### config.mk
export PLATFORM = sky130hd
export DESIGN_NAME = spindle_command_decoder
export DESIGN_NICKNAME = d
export VERILOG_FILES = /design/src/design/spindle_command_decoder.v
export VERILOG_INCLUDE_DIRS = /design/src /design/src/design
export SDC_FILE = /design/constraint.sdc
export NUM_CORES = 1
export LEC_CHECK = 0
export BUFFER_PORTS_ARGS = -buffer_cell sky130_fd_sc_hd__buf_2
export CAP_MARGIN = 20
export CELL_PAD_IN_SITES_DETAIL_PLACEMENT = 0
export CELL_PAD_IN_SITES_GLOBAL_PLACEMENT = 2
export CORE_MARGIN = 5
export CORE_UTILIZATION = 31
export CTS_CLUSTER_SIZE = 30
export DETAILED_ROUTE_END_ITERATION = 7
export PLACE_DENSITY_LB_ADDON = 0.1
export REMOVE_ABC_BUFFERS = 1
export SLEW_MARGIN = 15
export SYNTH_ARGS = -nofsm -noshare
export SYNTH_HDL_FRONTEND = slang
export SYNTH_SLANG_ARGS = --single-unit
### constraint.sdc
create_clock -name mclk -period 3.38 [get_ports mclk]
set_input_delay 0.676 -clock mclk [delete_from_list [all_inputs] [get_ports mclk]]
set_output_delay 0.676 -clock mclk [all_outputs]
set_load 0.01 [all_outputs]
### src/design/spindle_cmd_regs.vh
// Register offsets, field positions and reset values for the spindle command decoder.
// Assumes a 32-bit APB slave with word-aligned registers.
`ifndef SPINDLE_CMD_REGS_VH
`define SPINDLE_CMD_REGS_VH

// ==========================================================
// Register byte offsets
`define OFS_CTRL_A      12'h000
`define OFS_CTRL_B      12'h004
`define OFS_POS_A       12'h008
`define OFS_POS_B       12'h00C
`define OFS_STAT_A      12'h010
`define OFS_STAT_B      12'h014
`define OFS_SYNC        12'h018
`define OFS_ID          12'h01C

// ==========================================================
// Control word fields (one per spindle)
`define B_RANGE_SEL     0
`define B_LINE_CHECK    1
`define B_STOP_CHANGE   2
`define B_CHANGE_DIR    3
`define B_SHORT_MOVE    4
`define B_DIFF_MODE     5
`define B_OVERRIDE_EN   6
`define B_INCR_ORIENT   7
`define B_MAIN_CONT     8
`define B_HIGH_CONT     9
`define B_MAG_ORIENT    10
`define B_SLAVE_OP      11
`define B_POWER_OFF     12
`define B_WIRE_DIS      13
`define B_HALT_N        14
`define B_ORIENT_RUN    15
`define CTRL_BITS       16

// Sync word fields (shared)
`define B_SPEED_SYNC    0
`define B_PHASE_SYNC    1
`define B_RIGID_TAP     2
`define B_FUNC_DONE     3

// Status word fields
`define S_SPEED_REACHED 0
`define S_MOVE_BUSY     1
`define S_MOVE_DIR      2
`define S_CAPTURED      3
`define S_POWER_OFF     4
`define S_HALTED        5

// ==========================================================
// Reset values, ID word, half-turn and position mask constants
`define CTRL_RESET      16'h4000
`define POS_RESET       12'h000
`define SYNC_RESET      4'h0
`define ID_VALUE        32'h0000A5C3
`define HALF_TURN       12'h800
`define POS_MASK        12'hFFF

`endif

### src/design/spindle_command_decoder.v
// Spindle command decoder for two spindles, register-driven over APB.
// Assumes a single 100 MHz clock, synchronous active-high reset, and
// external speed, position and velocity values supplied as plain inputs.
//
// Behaviour
// RL1: range request 0 high, 1 low characteristic
// RL2: line check 0 high, 1 low wiring
// RL3: falling stop-change edge captures, moves, halts
// RL4: direction 0 counterclockwise, 1 clockwise
// RL5: short move takes shortest path, half turn
// RL6: differential mode while bit set
// RL7: analog override only while enable set
// RL8: incremental orientation when bit set
// RL9: main contactor closed when bit set
// RL10: high-speed contactor closed when bit set
// RL11: magnetic sensor orientation when bit set
// RL12: slave operation follows slave bit
// RL13: motor power removed while stop bit set
// RL14: detection suppressed while disable bit set
// RL15: halt low forces zero velocity command
// RL16: speed reached once actual meets command
// RL17: controller sets function done when finished
// RL18: orientation in progress outputs parameter velocity
// RL19: speed sync runs while bit set
// RL20: phase sync runs while bit set
// RL21: rigid tapping runs while bit set
// RL22: twelve-bit stop position per spindle
// RL23: edge inputs keep previous level once
`include "spindle_cmd_regs.vh"

module spindle_command_decoder (
    input  wire        mclk,
    input  wire        reset,
    input  wire        psel,
    input  wire        penable,
    input  wire        pwrite,
    input  wire [11:0] paddr,
    input  wire [31:0] pwdata,
    output reg  [31:0] prdata,
    output wire        pready,
    output wire        pslverr,
    input  wire [11:0] actual_pos_a,
    input  wire [11:0] actual_pos_b,
    input  wire [15:0] actual_speed_a,
    input  wire [15:0] actual_speed_b,
    input  wire [15:0] cmd_speed_a,
    input  wire [15:0] cmd_speed_b,
    input  wire [15:0] orient_velocity,
    output reg  [1:0]  low_range_sel,
    output reg  [1:0]  low_range_wired,
    output reg  [1:0]  differential_mode,
    output reg  [1:0]  analog_override_en,
    output reg  [1:0]  incremental_orient,
    output reg  [1:0]  main_contactor_state,
    output reg  [1:0]  high_range_contactor_state,
    output reg  [1:0]  magnetic_orient_cmd,
    output reg  [1:0]  slave_operation,
    output reg  [1:0]  motor_power_off,
    output reg  [1:0]  wire_check_enable,
    output reg  [1:0]  move_active,
    output reg  [1:0]  move_clockwise,
    output reg  [23:0] orient_stop_position,
    output reg  [31:0] velocity_cmd,
    output reg  [1:0]  speed_reached,
    output reg         speed_sync_cmd,
    output reg         phase_sync_cmd,
    output reg         rigid_tap_cmd,
    output reg         function_done
);

    // ==========================================================
    // Register file
    reg  [15:0] ctrl_reg [0:1];
    reg  [11:0] pos_reg  [0:1];
    reg  [3:0]  sync_reg;
    reg  [1:0]  stop_prev_reg;
    reg  [1:0]  captured_reg;
    reg  [1:0]  move_busy_reg;
    reg  [1:0]  move_dir_reg;
    reg  [11:0] target_reg [0:1];

    wire        wr_en   = psel & penable & pwrite;
    wire        rd_en   = psel & penable & ~pwrite;

    // Zero wait states; unmapped offsets answer with an error
    assign pready  = 1'b1;
    assign pslverr = psel & penable & ~addr_known(paddr);

    // Address decode used by the error answer; the read mux decodes paddr with its own case
    function addr_known;
        input [11:0] a;
        begin
            addr_known = (a == `OFS_CTRL_A) || (a == `OFS_CTRL_B) ||
                         (a == `OFS_POS_A)  || (a == `OFS_POS_B)  ||
                         (a == `OFS_STAT_A) || (a == `OFS_STAT_B) ||
                         (a == `OFS_SYNC)   || (a == `OFS_ID);
        end
    endfunction

    // Shortest-path direction: forward distance under half a turn goes clockwise
    function short_dir_cw;
        input [11:0] from_pos;
        input [11:0] to_pos;
        reg   [11:0] fwd;
        begin
            fwd          = to_pos - from_pos;
            short_dir_cw = (fwd < `HALF_TURN); // see RL5
        end
    endfunction

    // ==========================================================
    // Shared sync and completion bits
    always @(posedge mclk) begin
        if (reset) begin
            sync_reg <= `SYNC_RESET;
        end else if (wr_en && paddr == `OFS_SYNC) begin
            sync_reg <= pwdata[3:0];
        end
    end

    // ==========================================================
    // Per-spindle control, edge capture and stop-position move
    genvar s;
    generate
        for (s = 0; s < 2; s = s + 1) begin : spindle
            wire [11:0] ofs_ctrl  = (s == 0) ? `OFS_CTRL_A : `OFS_CTRL_B;
            wire [11:0] ofs_pos   = (s == 0) ? `OFS_POS_A  : `OFS_POS_B;
            wire [11:0] act_pos   = (s == 0) ? actual_pos_a   : actual_pos_b;
            wire [15:0] act_spd   = (s == 0) ? actual_speed_a : actual_speed_b;
            wire [15:0] cmd_spd   = (s == 0) ? cmd_speed_a    : cmd_speed_b;
            wire        stop_bit  = ctrl_reg[s][`B_STOP_CHANGE];
            // Falling edge of the stop-change bit; previous level kept once
            wire        stop_fall = stop_prev_reg[s] & ~stop_bit; // see RL23

            // Control and position registers written by software
            always @(posedge mclk) begin
                if (reset) begin
                    ctrl_reg[s] <= `CTRL_RESET;
                    pos_reg[s]  <= `POS_RESET;
                end else begin
                    if (wr_en && paddr == ofs_ctrl)
                        ctrl_reg[s] <= pwdata[15:0];
                    if (wr_en && paddr == ofs_pos)
                        pos_reg[s] <= pwdata[11:0]; // see RL22
                end
            end

            // Edge history, capture and move sequencing
            always @(posedge mclk) begin
                if (reset) begin
                    stop_prev_reg[s] <= 1'b0;
                    captured_reg[s]  <= 1'b0;
                    move_busy_reg[s] <= 1'b0;
                    move_dir_reg[s]  <= 1'b0;
                    target_reg[s]    <= `POS_RESET;
                end else begin
                    stop_prev_reg[s] <= stop_bit; // see RL23
                    if (stop_fall) begin
                        // New target taken only at the 1-to-0 transition
                        target_reg[s]    <= pos_reg[s]; // see RL3
                        captured_reg[s]  <= 1'b1;
                        move_busy_reg[s] <= (pos_reg[s] != act_pos);
                        if (ctrl_reg[s][`B_SHORT_MOVE])
                            move_dir_reg[s] <= short_dir_cw(act_pos, pos_reg[s]); // see RL5
                        else
                            move_dir_reg[s] <= ctrl_reg[s][`B_CHANGE_DIR]; // see RL4
                    end else if (move_busy_reg[s] && act_pos == target_reg[s]) begin
                        // Spindle reached the new stop position and halts
                        move_busy_reg[s] <= 1'b0; // see RL3
                    end
                end
            end

            // Decoded mode outputs, all registered
            always @(posedge mclk) begin
                if (reset) begin
                    low_range_sel[s]              <= 1'b0;
                    low_range_wired[s]            <= 1'b0;
                    differential_mode[s]          <= 1'b0;
                    analog_override_en[s]         <= 1'b0;
                    incremental_orient[s]         <= 1'b0;
                    main_contactor_state[s]       <= 1'b0;
                    high_range_contactor_state[s] <= 1'b0;
                    magnetic_orient_cmd[s]        <= 1'b0;
                    slave_operation[s]            <= 1'b0;
                    motor_power_off[s]            <= 1'b0;
                    wire_check_enable[s]          <= 1'b1;
                    move_active[s]                <= 1'b0;
                    move_clockwise[s]             <= 1'b0;
                    speed_reached[s]              <= 1'b0;
                    orient_stop_position[s*12 +: 12] <= `POS_RESET;
                    velocity_cmd[s*16 +: 16]      <= 16'h0000;
                end else begin
                    low_range_sel[s]        <= ctrl_reg[s][`B_RANGE_SEL];  // see RL1
                    low_range_wired[s]      <= ctrl_reg[s][`B_LINE_CHECK]; // see RL2
                    differential_mode[s]    <= ctrl_reg[s][`B_DIFF_MODE];  // see RL6
                    analog_override_en[s]   <= ctrl_reg[s][`B_OVERRIDE_EN]; // see RL7
                    incremental_orient[s]   <= ctrl_reg[s][`B_INCR_ORIENT]; // see RL8
                    main_contactor_state[s] <= ctrl_reg[s][`B_MAIN_CONT];  // see RL9
                    high_range_contactor_state[s] <= ctrl_reg[s][`B_HIGH_CONT]; // see RL10
                    magnetic_orient_cmd[s]  <= ctrl_reg[s][`B_MAG_ORIENT]; // see RL11
                    slave_operation[s]      <= ctrl_reg[s][`B_SLAVE_OP];   // see RL12
                    motor_power_off[s]      <= ctrl_reg[s][`B_POWER_OFF];  // see RL13
                    wire_check_enable[s]    <= ~ctrl_reg[s][`B_WIRE_DIS];  // see RL14
                    move_active[s]          <= move_busy_reg[s];
                    move_clockwise[s]       <= move_dir_reg[s];            // see RL4
                    speed_reached[s]        <= (act_spd == cmd_spd);       // see RL16
                    orient_stop_position[s*12 +: 12] <= target_reg[s];     // see RL22
                    // Halt beats orientation: a stopped spindle must never creep
                    if (!ctrl_reg[s][`B_HALT_N] || ctrl_reg[s][`B_POWER_OFF])
                        velocity_cmd[s*16 +: 16] <= 16'h0000;              // see RL15
                    else if (ctrl_reg[s][`B_ORIENT_RUN])
                        velocity_cmd[s*16 +: 16] <= orient_velocity;       // see RL18
                    else
                        velocity_cmd[s*16 +: 16] <= cmd_spd;               // see RL15
                end
            end
        end
    endgenerate

    // ==========================================================
    // Shared command outputs
    always @(posedge mclk) begin
        if (reset) begin
            speed_sync_cmd <= 1'b0;
            phase_sync_cmd <= 1'b0;
            rigid_tap_cmd  <= 1'b0;
            function_done  <= 1'b0;
        end else begin
            speed_sync_cmd <= sync_reg[`B_SPEED_SYNC]; // see RL19
            phase_sync_cmd <= sync_reg[`B_PHASE_SYNC]; // see RL20
            rigid_tap_cmd  <= sync_reg[`B_RIGID_TAP];  // see RL21
            function_done  <= sync_reg[`B_FUNC_DONE];  // see RL17
        end
    end

    // ==========================================================
    // Read mux; status words show live move and reach state
    always @* begin
        prdata = 32'h00000000;
        if (rd_en) begin
            case (paddr)
                `OFS_CTRL_A: prdata = {16'h0000, ctrl_reg[0]};
                `OFS_CTRL_B: prdata = {16'h0000, ctrl_reg[1]};
                `OFS_POS_A:  prdata = {20'h00000, pos_reg[0]};
                `OFS_POS_B:  prdata = {20'h00000, pos_reg[1]};
                `OFS_STAT_A: prdata = {26'h0000000, ~ctrl_reg[0][`B_HALT_N],
                                       ctrl_reg[0][`B_POWER_OFF], captured_reg[0],
                                       move_dir_reg[0], move_busy_reg[0], speed_reached[0]};
                `OFS_STAT_B: prdata = {26'h0000000, ~ctrl_reg[1][`B_HALT_N],
                                       ctrl_reg[1][`B_POWER_OFF], captured_reg[1],
                                       move_dir_reg[1], move_busy_reg[1], speed_reached[1]};
                `OFS_SYNC:   prdata = {28'h0000000, sync_reg};
                `OFS_ID:     prdata = `ID_VALUE; // arbitrary value
                default:     prdata = 32'h00000000;
            endcase
        end
    end

endmodule // spindle_command_decoder

**Yosys cells after proc, flatten, opt, wreduce, memory -nomap -nowiden**

Memory sizes are Yosys's and may differ from the RTL's.
Index checks and enable logic that the tools add are counted.

- Add/subtract/negate cells: 2
- $lt $le $gt $ge: 2
- Eq/ne operators: 13
- Mux-type cells: 36
- Bitwise logic cells: 20
- Reductions and logical operators: 23

Operator list:

| operator | number |
|---|---|
| 16-bit one-hot mux with 8 select lines | 1 |
| 16-bit two-way mux | 5 |
| 12-bit by 5-bit equality test with 1-bit output (second input constant) | 4 |
| 12-bit two-way mux | 4 |
| 16-bit equality test | 2 |
| 1-bit two-way mux | 26 |
| 12-bit equality test | 2 |
| 12-bit by 4-bit equality test with 1-bit output (second input constant) | 2 |
| 12-bit < comparator (second input constant) | 2 |
| 12-bit != test | 2 |
| 12-bit subtractor | 2 |
| 12-bit by 3-bit equality test with 1-bit output (second input constant) | 1 |
| 12-bit zero test | 1 |
| 1-bit logical OR | 9 |
| 1-bit inverter | 8 |
| 1-bit logical AND | 7 |
| 1-bit bitwise AND | 6 |
| 1-bit bitwise OR | 6 |
| 2-bit nonzero test | 2 |
| 2-bit OR reduction | 2 |
| 1-bit zero test | 2 |

- Register bits: 100
- RAM bits: 80
- Output and inout port bits: 122
- Word-level logic and storage cells: 144
- Memories: 3

Memory list:

| memory | words | width | rd ports | clocked after Yosys merged registers in | write ports | RTL line | source |
|---|---|---|---|---|---|---|---|
| ctrl_reg | 2 | 16 | 2 | 0 | 2 | spindle_command_decoder.v:73 | `reg [15:0] ctrl_reg [0:1];` |
| pos_reg | 2 | 12 | 2 | 0 | 2 | spindle_command_decoder.v:74 | `reg [11:0] pos_reg [0:1];` |
| target_reg | 2 | 12 | 2 | 0 | 2 | spindle_command_decoder.v:80 | `reg [11:0] target_reg [0:1];` |

**Longest topological paths before layout**

Gate-level depths: netlist of run 1.

- Depth after elaboration: 10
- Depth in mapped cells: 7
- Mapped depth without buffers: 7

**Least setup slack after synthesis of run 1**

Ideal clock, no wire load.

- Path kind: input to register
- Start: input port paddr[2]
- End: memory pos_reg[0][0] (enable)
- Library setup time: 417 ps
- Arrival time: 2677 ps
- Data required time: 2963 ps
- Setup slack: 287 ps
- Stages: 4
- Path buffers: 3
- Cell sequence: buf_2 > buf_2 > clkbuf_1 > o41ai_1

RTL lines:

| item | RTL line | source |
|---|---|---|
| start: declaration | spindle_command_decoder.v:37 | `input wire [11:0] paddr,` |
| end: declaration | spindle_command_decoder.v:74 |  |

**Worst setup path after layout of run 1**

- Start: input port paddr[5]
- End: output port prdata[1]

- Word-level cells in the longest chain between the ends: 3

RTL lines:

| item | RTL line | source |
|---|---|---|
| 12-bit by 5-bit equality test with 1-bit output (tied with other cells) | spindle_command_decoder.v:242 | `case (paddr)` |
| 16-bit one-hot mux with 8 select lines * | spindle_command_decoder.v:242 |  |
| 16-bit two-way mux * | spindle_command_decoder.v:241 | `if (rd_en) begin` |
| end: declaration | spindle_command_decoder.v:39 | `output reg [31:0] prdata,` |

Every way passes the cells marked *; elsewhere a longest branch is shown, timed or not.

==> results of run 1 <==
cells by family after synthesis:
group	count (synthesis)
other cells	2
fa+ha+maj	22
simple gates	279
mux	48
xor+xnor	60
compound gates	74
flops	180
buf+inv	81
where the power goes:
part           internal, uW  leakage (uW)  switching [uW]
logic                   228       0.00282             296
clock network          1050      0.000275             894
registers              2370       0.00160            56.5
total                  3650       0.00469            1250
area by class of cell:
cell class              instances  area share [%]
clock inverters                12            1.18
repair buffers                268            13.6
clock buffers                  20            4.27
inverters                      32            1.15
multi-input cells             500            33.7
diodes                          1          0.0239
well taps                     335            4.01
flip-flops and latches        180            42.1
how the worst min path moves through the flow:
| stage | startpoint | to | slack, ns |
|---|---|---|---|
| 6_report | captured_reg[0] | captured_reg[0] | 0.45 |
| 5_1_grt | captured_reg[0] | captured_reg[0] | 0.48 |
| 4_1_cts | captured_reg[0] | captured_reg[0] | 0.46 |
| 3_5_place_dp | captured_reg[0] | captured_reg[0] | 0.44 |
| 3_3_place_gp | captured_reg[0] | captured_reg[0] | 0.43 |
| 2_1_floorplan | ctrl_reg[0][13] | wire_check_enable[0] | 0.41 |
Yosys cell counts, types with 4 or more instances:
| cell | count | area share [%] |
|---|---|---|
| a211oi_1 | 4 | 0.36 |
| a21oi_1 | 14 | 0.85 |
| a21oi_2 | 6 | 0.64 |
| a221oi_1 | 5 | 0.53 |
| a22oi_1 | 12 | 1.1 |
| and2_1 | 77 | 5.8 |
| buf_2 | 8 | 0.48 |
| buf_4 | 19 | 1.7 |
| clkbuf_1 | 15 | 0.68 |
| dfxtp_1 | 100 | 24 |
| edfxtp_1 | 80 | 29 |
| ha_1 | 22 | 3.3 |
| inv_1 | 32 | 1.5 |
| mux2i_1 | 44 | 5.3 |
| nand2_1 | 26 | 1.2 |
| nand3_1 | 9 | 0.54 |
| nand4_1 | 12 | 0.91 |
| nor2_1 | 55 | 2.5 |
| nor2b_1 | 56 | 4.2 |
| nor3_1 | 9 | 0.54 |
| nor4_1 | 10 | 0.76 |
| o21ai_0 | 7 | 0.42 |
| xnor2_1 | 15 | 1.6 |
| xor2_1 | 45 | 4.8 |
metal layers:
metal	routed length [um]	vias up
met5	13	-
met4	233	2
met3	2080	17
met2	11800	205
met1	11600	2805
li1	-	3051
stage by stage:
stage | hold slack (ns) | power (uW) | setup WS, ns | cells
detailed placement | 0.443 | 3010 | 0.280 | 1314
finish | 0.455 | 4890 | 0.248 | 1348
CTS | 0.459 | 4980 | 0.272 | 1346
global route | 0.476 | 5120 | 0.226 | 1348
global placement | 0.431 | 3010 | 0.260 | 1314
floorplan | 0.413 | 2710 | 0.421 | 712
==> impl_metrics.toml, run 1 <==
[yosys]
synth.distinct_cells = 61
ys_seq_area_share_pct = 53.3
synth_top_family_by_area = "simple AND/OR/NAND/NOR gates"
synthArstFlopShare_pct = 0
synthXorXnorAreaFrac_pct = 6.36
synth_edf_count = 80
ys_seq_elements = 180
synth_compound_area_share_pct = 6.58
synthFlopType = "dfxtp_1"
avgSynthCellArea_um2 = 11.1
synth_adder_area_share_pct = 3.33
yosys.area_share.simple_pct = 19.1
syn_inst = 746
netlist_area_um2 = 8270
synth.mux.area_fraction_pct = 6.28
ys.warnings.count = 0

[routing]
drc = 0
wl_per_cell_um = 19.1
drt_first_iter_violations = 282
via_per_inst = 4.51
dr.pass1.iters = 4
dr_total_vias = 6080
totalWireLength_um = 25700
ant_nets = 0

[floorplanning]
io_pins = 275
dieWidth_um = 173
die_area_um2 = 30000
num_rows = 59
die_h_um = 173
core_um2 = 26100
start_util_pct = 31.6

[setup_path]
r2r-start = "pos_reg[0][6]"
cp_common_cell = "buf_2"
worstPathMaxFanout = 16
critPathLaunchType = "input port"
path_buf_inv = 2
r2r_slack_ns = 1.46
reg2regPathDepth = 6
worst_r2r_endpoint = "move_dir_reg[0]"
cp-endpoint = "prdata[1]"
worstPathArrival_ns = 2.46
cpMaxStageDelayCell = "or4_4"
crit_path_start = "paddr[5]"
critical_path_class = "in2out"
critical_path_depth = 5
critPathRequiredTime_ns = 2.70
crit_chain = "buf_2, or3_4, or4_4, a31oi_1, buf_2"
cpPeakStageDelay_ns = 0.70
path_delay_family = "simple AND/OR/NAND/NOR gates"
crit_path_end_kind = "primary output"

[global_route]
grtUsageMet1_pct = 22.7
grt_first_pass_wirelength_um = 39500
grt_usage_pct = 17.0
grt_pass1_vias = 6611
use_met3_pct = 5.85
grt_overflow = 0
antenna_found_initial = 2
busiest_layer = "met2"
grt_max_degree = 37
grt_use_met2_pct = 27.0

[sta]
tns_ns = 0
timing.final.crit_period_ns = 3.13
fin_crit_sh_pct = 92.7
slew_headroom_pct = 50.0
finalHoldViolations = 0
tightest_slew_ns = 0.743
fin_skew_ns = 0.0132
setup_viol = 0
fmaxAchievable_ghz = 0.319
final-max-slew-violation-count = 0
rsz0062_at_grt = "no"

[placed_design]
placed_area_um2 = 9880
place_hpwl_um = 20100
io_buffer_count = 241
place_congestion = 0.801

[clock_network]
tritoncts = "done"
cts_max_level = 4
root_buffer = "clkbuf_16"
cts_resized = 0
cts_buffers = 17
cts_hold_buf = 0
clk_path_buf_depth = 2
cts_sinks = 180
cts.clk_slew.worst_paths_ns = 0.07
clk_latency_ns = 0.43
post-cts-setup-buffers = 0

[finish]
utilization_pct = 40.0
layout.nets = 1174
seqCellArea_um2 = 4400
multi_input_area_um2 = 3520
drive_gt1_share_pct = 31.9
final_common_cell = "buf_2"
fin_area_um2 = 10500
nFillCells = 2661
layout_common_cells = "buf_2 (241), dfxtp_1 (100), edfxtp_1 (80), and2_1 (77), nor2b_1 (56)"
syn_to_final_growth_pct = 26.6

[hold_path]
min_path_cells = 1
hp-class = "reg2reg"

[outcome]
status = "finished clean"

[power_and_ir_drop]
power_density_nw_per_um2 = 468
ir_worst_vdd_mv = 0.194
cellLeakagePower_uw = 0.00469

[flow_run]
drv_cap = 0
Note: power is estimated with default switching activity, not from simulation.
==> inputs of run 2 (changes only) <==
==> constraint.sdc (replaced) <==
create_clock -name mclk -period 3.01 [get_ports mclk]
set_input_delay 0.602 -clock mclk [delete_from_list [all_inputs] [get_ports mclk]]
set_output_delay 0.602 -clock mclk [all_outputs]
set_load 0.05 [all_outputs]
==> impl_metrics.toml, run 2 (synthesis gave the netlist of run 1 again) <==
[power_and_ir_drop]
cellLeakagePower_uw = 0.00476
power_uw = 5730
ir_worst_vdd_mv = 0.288
power_density_nw_per_um2 = 540

[finish]
layout.nets = 1183
final_common_cell = "buf_2"
nFillCells = 2625
num_antenna_cells = 0
layout_common_cells = "buf_2 (229), dfxtp_1 (100), edfxtp_1 (80), and2_1 (77), nor2b_1 (56)"
drive_gt1_share_pct = 32.7
fin_area_um2 = 10600
fin_cells = 1356
syn_to_final_growth_pct = 28.5

[setup_path]
cpPeakStageDelay_ns = 0.67
critPathRequiredTime_ns = 2.41
crit_chain = "buf_2, or3_4, or4_4, a211oi_2, buf_4"
worstPathMaxFanout = 10
r2r-start = "pos_reg[0][6]"
critical_path_class = "in2out"
worst_r2r_endpoint = "move_dir_reg[0]"
worstPathArrival_ns = 2.40
r2r_slack_ns = 1.10
cpMaxStageDelayCell = "or4_4"
reg2regPathDepth = 6
cp-endpoint = "prdata[2]"
crit_path_start = "paddr[5]"
critPathLaunchType = "input port"
crit_path_end_kind = "primary output"

[floorplanning]
io_pins = 275
core_um2 = 26100
die_area_um2 = 30000
die_h_um = 173
num_rows = 59
dieWidth_um = 173
start_util_pct = 31.6

[routing]
drc = 0
dr_total_vias = 6201
via_per_inst = 4.57
dr.pass1.iters = 5
wl_per_cell_um = 19.0
ant_nets = 0
totalWireLength_um = 25800
drt_first_iter_violations = 324

[clock_network]
tritoncts = "done"
root_buffer = "clkbuf_16"
post-cts-setup-buffers = 0
cts_buffers = 17
cts_hold_buf = 0
clk_latency_ns = 0.42
cts.clk_slew.worst_paths_ns = 0.07
cts_sinks = 180
clk_path_buf_depth = 2
cts_max_level = 4

[sta]
setup_viol = 0
tightest_slew_ns = 0.607
slew_headroom_pct = 59.2
holdWs_ns = 0.422
tns_ns = 0
fin_crit_sh_pct = 99.7
finalHoldViolations = 0
fmaxAchievable_ghz = 0.333
rsz0062_at_grt = "no"
final-max-slew-violation-count = 0
timing.final.crit_period_ns = 3.00
fin_skew_ns = 0.00917

[placed_design]
io_buffer_count = 241
place_congestion = 0.792
place_hpwl_um = 20100
placed_area_um2 = 9990
dp.cells = 1324

[global_route]
grt_overflow = 0
grt_pass1_vias = 6506
grt_usage_pct = 16.9
grt_first_pass_wirelength_um = 39100
grt_max_degree = 35
antenna_found_initial = 2

[hold_path]
hp-class = "in2reg"

[outcome]
status = "finished clean"

[flow_run]
drv_cap = 0
-- run 2: cell types whose count changed in the layout (fill, tap and decap cells not counted), sizes merged --
cell,before,now
buf,268,271
clkbuf,20,30
clkinv,5,3
bufinv,1,0
diode,1,0
clkinvlp,2,1
-- run 2: final cells by class --
type | count | area [um^2] | area share [%]
sequential | 180 | 4400 | 41.5
multi-input combinational | 500 | 3530 | 33.2
timing repair buffer | 277 | 1560 | 14.7
clock buffer | 24 | 534 | 5.03
tap | 335 | 419 | 3.95
inverter | 32 | 120 | 1.13
clock inverter | 8 | 60.1 | 0.565
-- run 2: timing repair --
action / CTS / global route
gates cloned: 0 / 0
endpoints found under the setup margin: 3 / 10
resized for setup: 3 / 13
-- run 2: power by group --
part | switching (uW) | leakage [uW] | internal (uW)
Combinational | 514 | 0.00287 | 264
Sequential | 62.8 | 0.00160 | 2660
Clock | 979 | 0.000294 | 1260
-- run 2: critical path: cells and delay by family --
family / cells / cell delay [ns]
AO/OA/AOI/OAI: 1 / 0.32
buffers and inverters: 2 / 0.37
AND/OR/NAND/NOR: 2 / 1.09
-- run 2: how the worst min path moves through the flow --
stage	start	end	slack, ns	cells past startpoint
floorplan	ctrl_reg[0][13]	wire_check_enable[0]	0.41	1
global placement	captured_reg[0]	captured_reg[0]	0.43	1
detailed placement	captured_reg[1]	captured_reg[1]	0.44	1
CTS	orient_velocity[1]	velocity_cmd[1]	0.41	3
global route	orient_velocity[11]	velocity_cmd[27]	0.42	3
finish	orient_velocity[4]	velocity_cmd[20]	0.42	3
-- run 2: per-layer routing --
layer | up-vias | global-route usage, % | wire length [um] | part of all wire, %
li1 | 3071 | - | - | -
met1 | 2889 | 22.5 | 11800 | 46
met2 | 210 | 26.5 | 11600 | 45
met3 | 27 | 5.78 | 2010 | 7.8
met4 | 4 | 3.92 | 308 | 1.2
met5 | - | 0 | 26 | 0.10
-- run 2: per-stage QoR --
stage          worst slack (ns)  utilization (%)
5_1_grt                 0.00505             40.6
2_1_floorplan            -0.445                -
4_1_cts                 0.00175             40.5
3_5_place_dp            -0.0333             38.2
6_report                0.00794             40.6
3_3_place_gp            -0.0319             38.2
==> inputs of run 3 (changes only) <==
--- a/config.mk
+++ b/config.mk
@@ -15,4 +15,5 @@
 export CTS_CLUSTER_SIZE = 30
 export DETAILED_ROUTE_END_ITERATION = 7
+export HOLD_SLACK_MARGIN = 0.02
 export PLACE_DENSITY_LB_ADDON = 0.1
 export REMOVE_ABC_BUFFERS = 1
==> constraint.sdc (replaced) <==
create_clock -name mclk -period 3.01 [get_ports mclk]
set_input_delay 0.1505 -clock mclk [delete_from_list [all_inputs] [get_ports mclk]]
set_output_delay 0.1505 -clock mclk [all_outputs]
set_load 0.05 [all_outputs]
==> impl_metrics.toml, run 3 (synthesis gave the netlist of run 1 again) <==
[routing]
drc = 0
wl_met2_um = 11700
totalWireLength_um = 25600
dr_total_vias = 6364
dr.max_layer_used = "met5"
wl_met3_um = 1950
wl_per_cell_um = 18.3
via_per_inst = 4.55
wl_met1_um = 11700
drt_first_iter_violations = 348
dr.pass1.iters = 5
ant_nets = 0

[finish]
layout.nets = 1223
drive_gt1_share_pct = 30.2
syn_to_final_growth_pct = 32.8
layout_common_cells = "buf_2 (241), dfxtp_1 (100), edfxtp_1 (80), and2_1 (77), nor2b_1 (56)"
fin_area_um2 = 11000
utilization_pct = 42.0
final_common_cell = "buf_2"

[clock_network]
clk_latency_ns = 0.42
cts_buffers = 17
cts.clk_slew.worst_paths_ns = 0.07
cts_resized = 0
cts_max_level = 4
clk_path_buf_depth = 2
cts_sinks = 180
root_buffer = "clkbuf_16"
tritoncts = "done"

[global_route]
grt_pass1_vias = 6820
grt_max_degree = 37
grt_first_pass_wirelength_um = 39200
grt_overflow = 0
antenna_found_initial = 4
grt_usage_pct = 16.8

[floorplanning]
die_h_um = 173
start_util_pct = 31.6
die_area_um2 = 30000
num_rows = 59
dieWidth_um = 173
io_pins = 275
core_um2 = 26100

[sta]
slew_headroom_pct = 48.9
timing.final.crit_period_ns = 2.33
fin_crit_sh_pct = 77.2
tns_ns = 0
tightest_slew_ns = 0.765
setup_viol = 0
fmaxAchievable_ghz = 0.430
fin_ws_ns = 0.685
rsz0062_at_grt = "no"
fin_skew_ns = 0.00808
final-max-slew-violation-count = 0
finalHoldViolations = 0

[setup_path]
crit_chain = "buf_2, or3_4, nor2_2, a221oi_1, a211o_1, a21oi_2, buf_2"
r2r-start = "pos_reg[0][6]"
path_buf_inv = 2
worst_r2r_endpoint = "move_dir_reg[0]"
cpPeakStageDelay_ns = 0.54
critical_path_class = "in2out"
critPathLaunchType = "input port"
worstPathMaxFanout = 11
reg2regPathDepth = 6
cp_common_cell = "buf_2"
crit_path_end_kind = "primary output"
r2r_slack_ns = 1.02
critPathRequiredTime_ns = 2.86
cpMaxStageDelayCell = "nor2_2"
path_delay_family = "simple AND/OR/NAND/NOR gates"
worstPathArrival_ns = 2.17

[placed_design]
place_hpwl_um = 19900
dpl_worst_slack_ns = 0.576
placed_area_um2 = 9860
io_buffer_count = 241
place_congestion = 0.763

[power_and_ir_drop]
power_density_nw_per_um2 = 527
ir_worst_vdd_mv = 0.271
cellLeakagePower_uw = 0.00492

[hold_path]
min_path_cells = 3
hp-start = "actual_speed_a[15]"
hp-class = "in2reg"
min_to = "speed_reached[0]"

[outcome]
status = "finished clean"

[flow_run]
drv_cap = 0
run 3: changes by cell type in the layout (fill, tap and decap cells not counted), sizes merged:
cell	change
diode	+2
clkinv	+4
clkbuf	-12
buf	-7
inv	+1
clkinvlp	-1
bufinv	+2
dlygate4sd3	+53
run 3: timing repair:
item                      CTS  global route
setup buffers               0             0
hold buffers               53             0
hold endpoints to repair   41             0
run 3: worst register-to-register path, stage by stage (launching register included):
cell	delay, ns
edfxtp_1	0.45
ha_1	0.35
a21oi_1	0.14
o21ai_0	0.09
a2111oi_0	0.57
xnor2_1	0.19
o21ai_0	0.09
run 3: worst max-delay path by stage:
stage,from,end,slack (ns),depth (start not counted)
after global routing,paddr[5],prdata[14],0.59,7
after global placement,paddr[5],ctrl_reg[1][10],0.61,7
after detailed placement,paddr[5],ctrl_reg[1][8],0.58,7
after floorplan,paddr[5],prdata[11],0.46,3
after CTS,paddr[5],prdata[6],0.71,7
final,paddr[5],prdata[10],0.68,7
run 3: per-stage QoR:
stage	instances	total power, uW	hold WS (ns)
global route	1398	6030	0.0522
detailed placement	1311	3550	0.407
global placement	1311	3550	0.403
finish	1398	5780	0.0500
CTS	1396	5860	0.0344
floorplan	712	3220	0.217
run 3: layout make-up:
class | count | area, um^2
Clock inverter | 14 | 150
Multi-Input combinational cell | 500 | 3520
Antenna cell | 2 | 5.00
Fill cell | 2626 | 15200
Sequential cell | 180 | 4400
Inverter | 32 | 120
Timing Repair Buffer | 317 | 1920
Clock buffer | 18 | 429
Tap cell | 335 | 419
run 3: per-layer routing:
layer,GRT usage [%],vias up
li1,-,3156
met1,22.1,2972
met2,26.8,214
met3,5.69,18
met4,3.99,4
met5,0,-
run 3: where the power goes:
group,internal (uW),switching (uW),leakage [uW],total (uW)
logic,306,520,0.00302,825
registers,2660,62.2,0.00160,2720
clock network,1240,1000,0.000290,2240
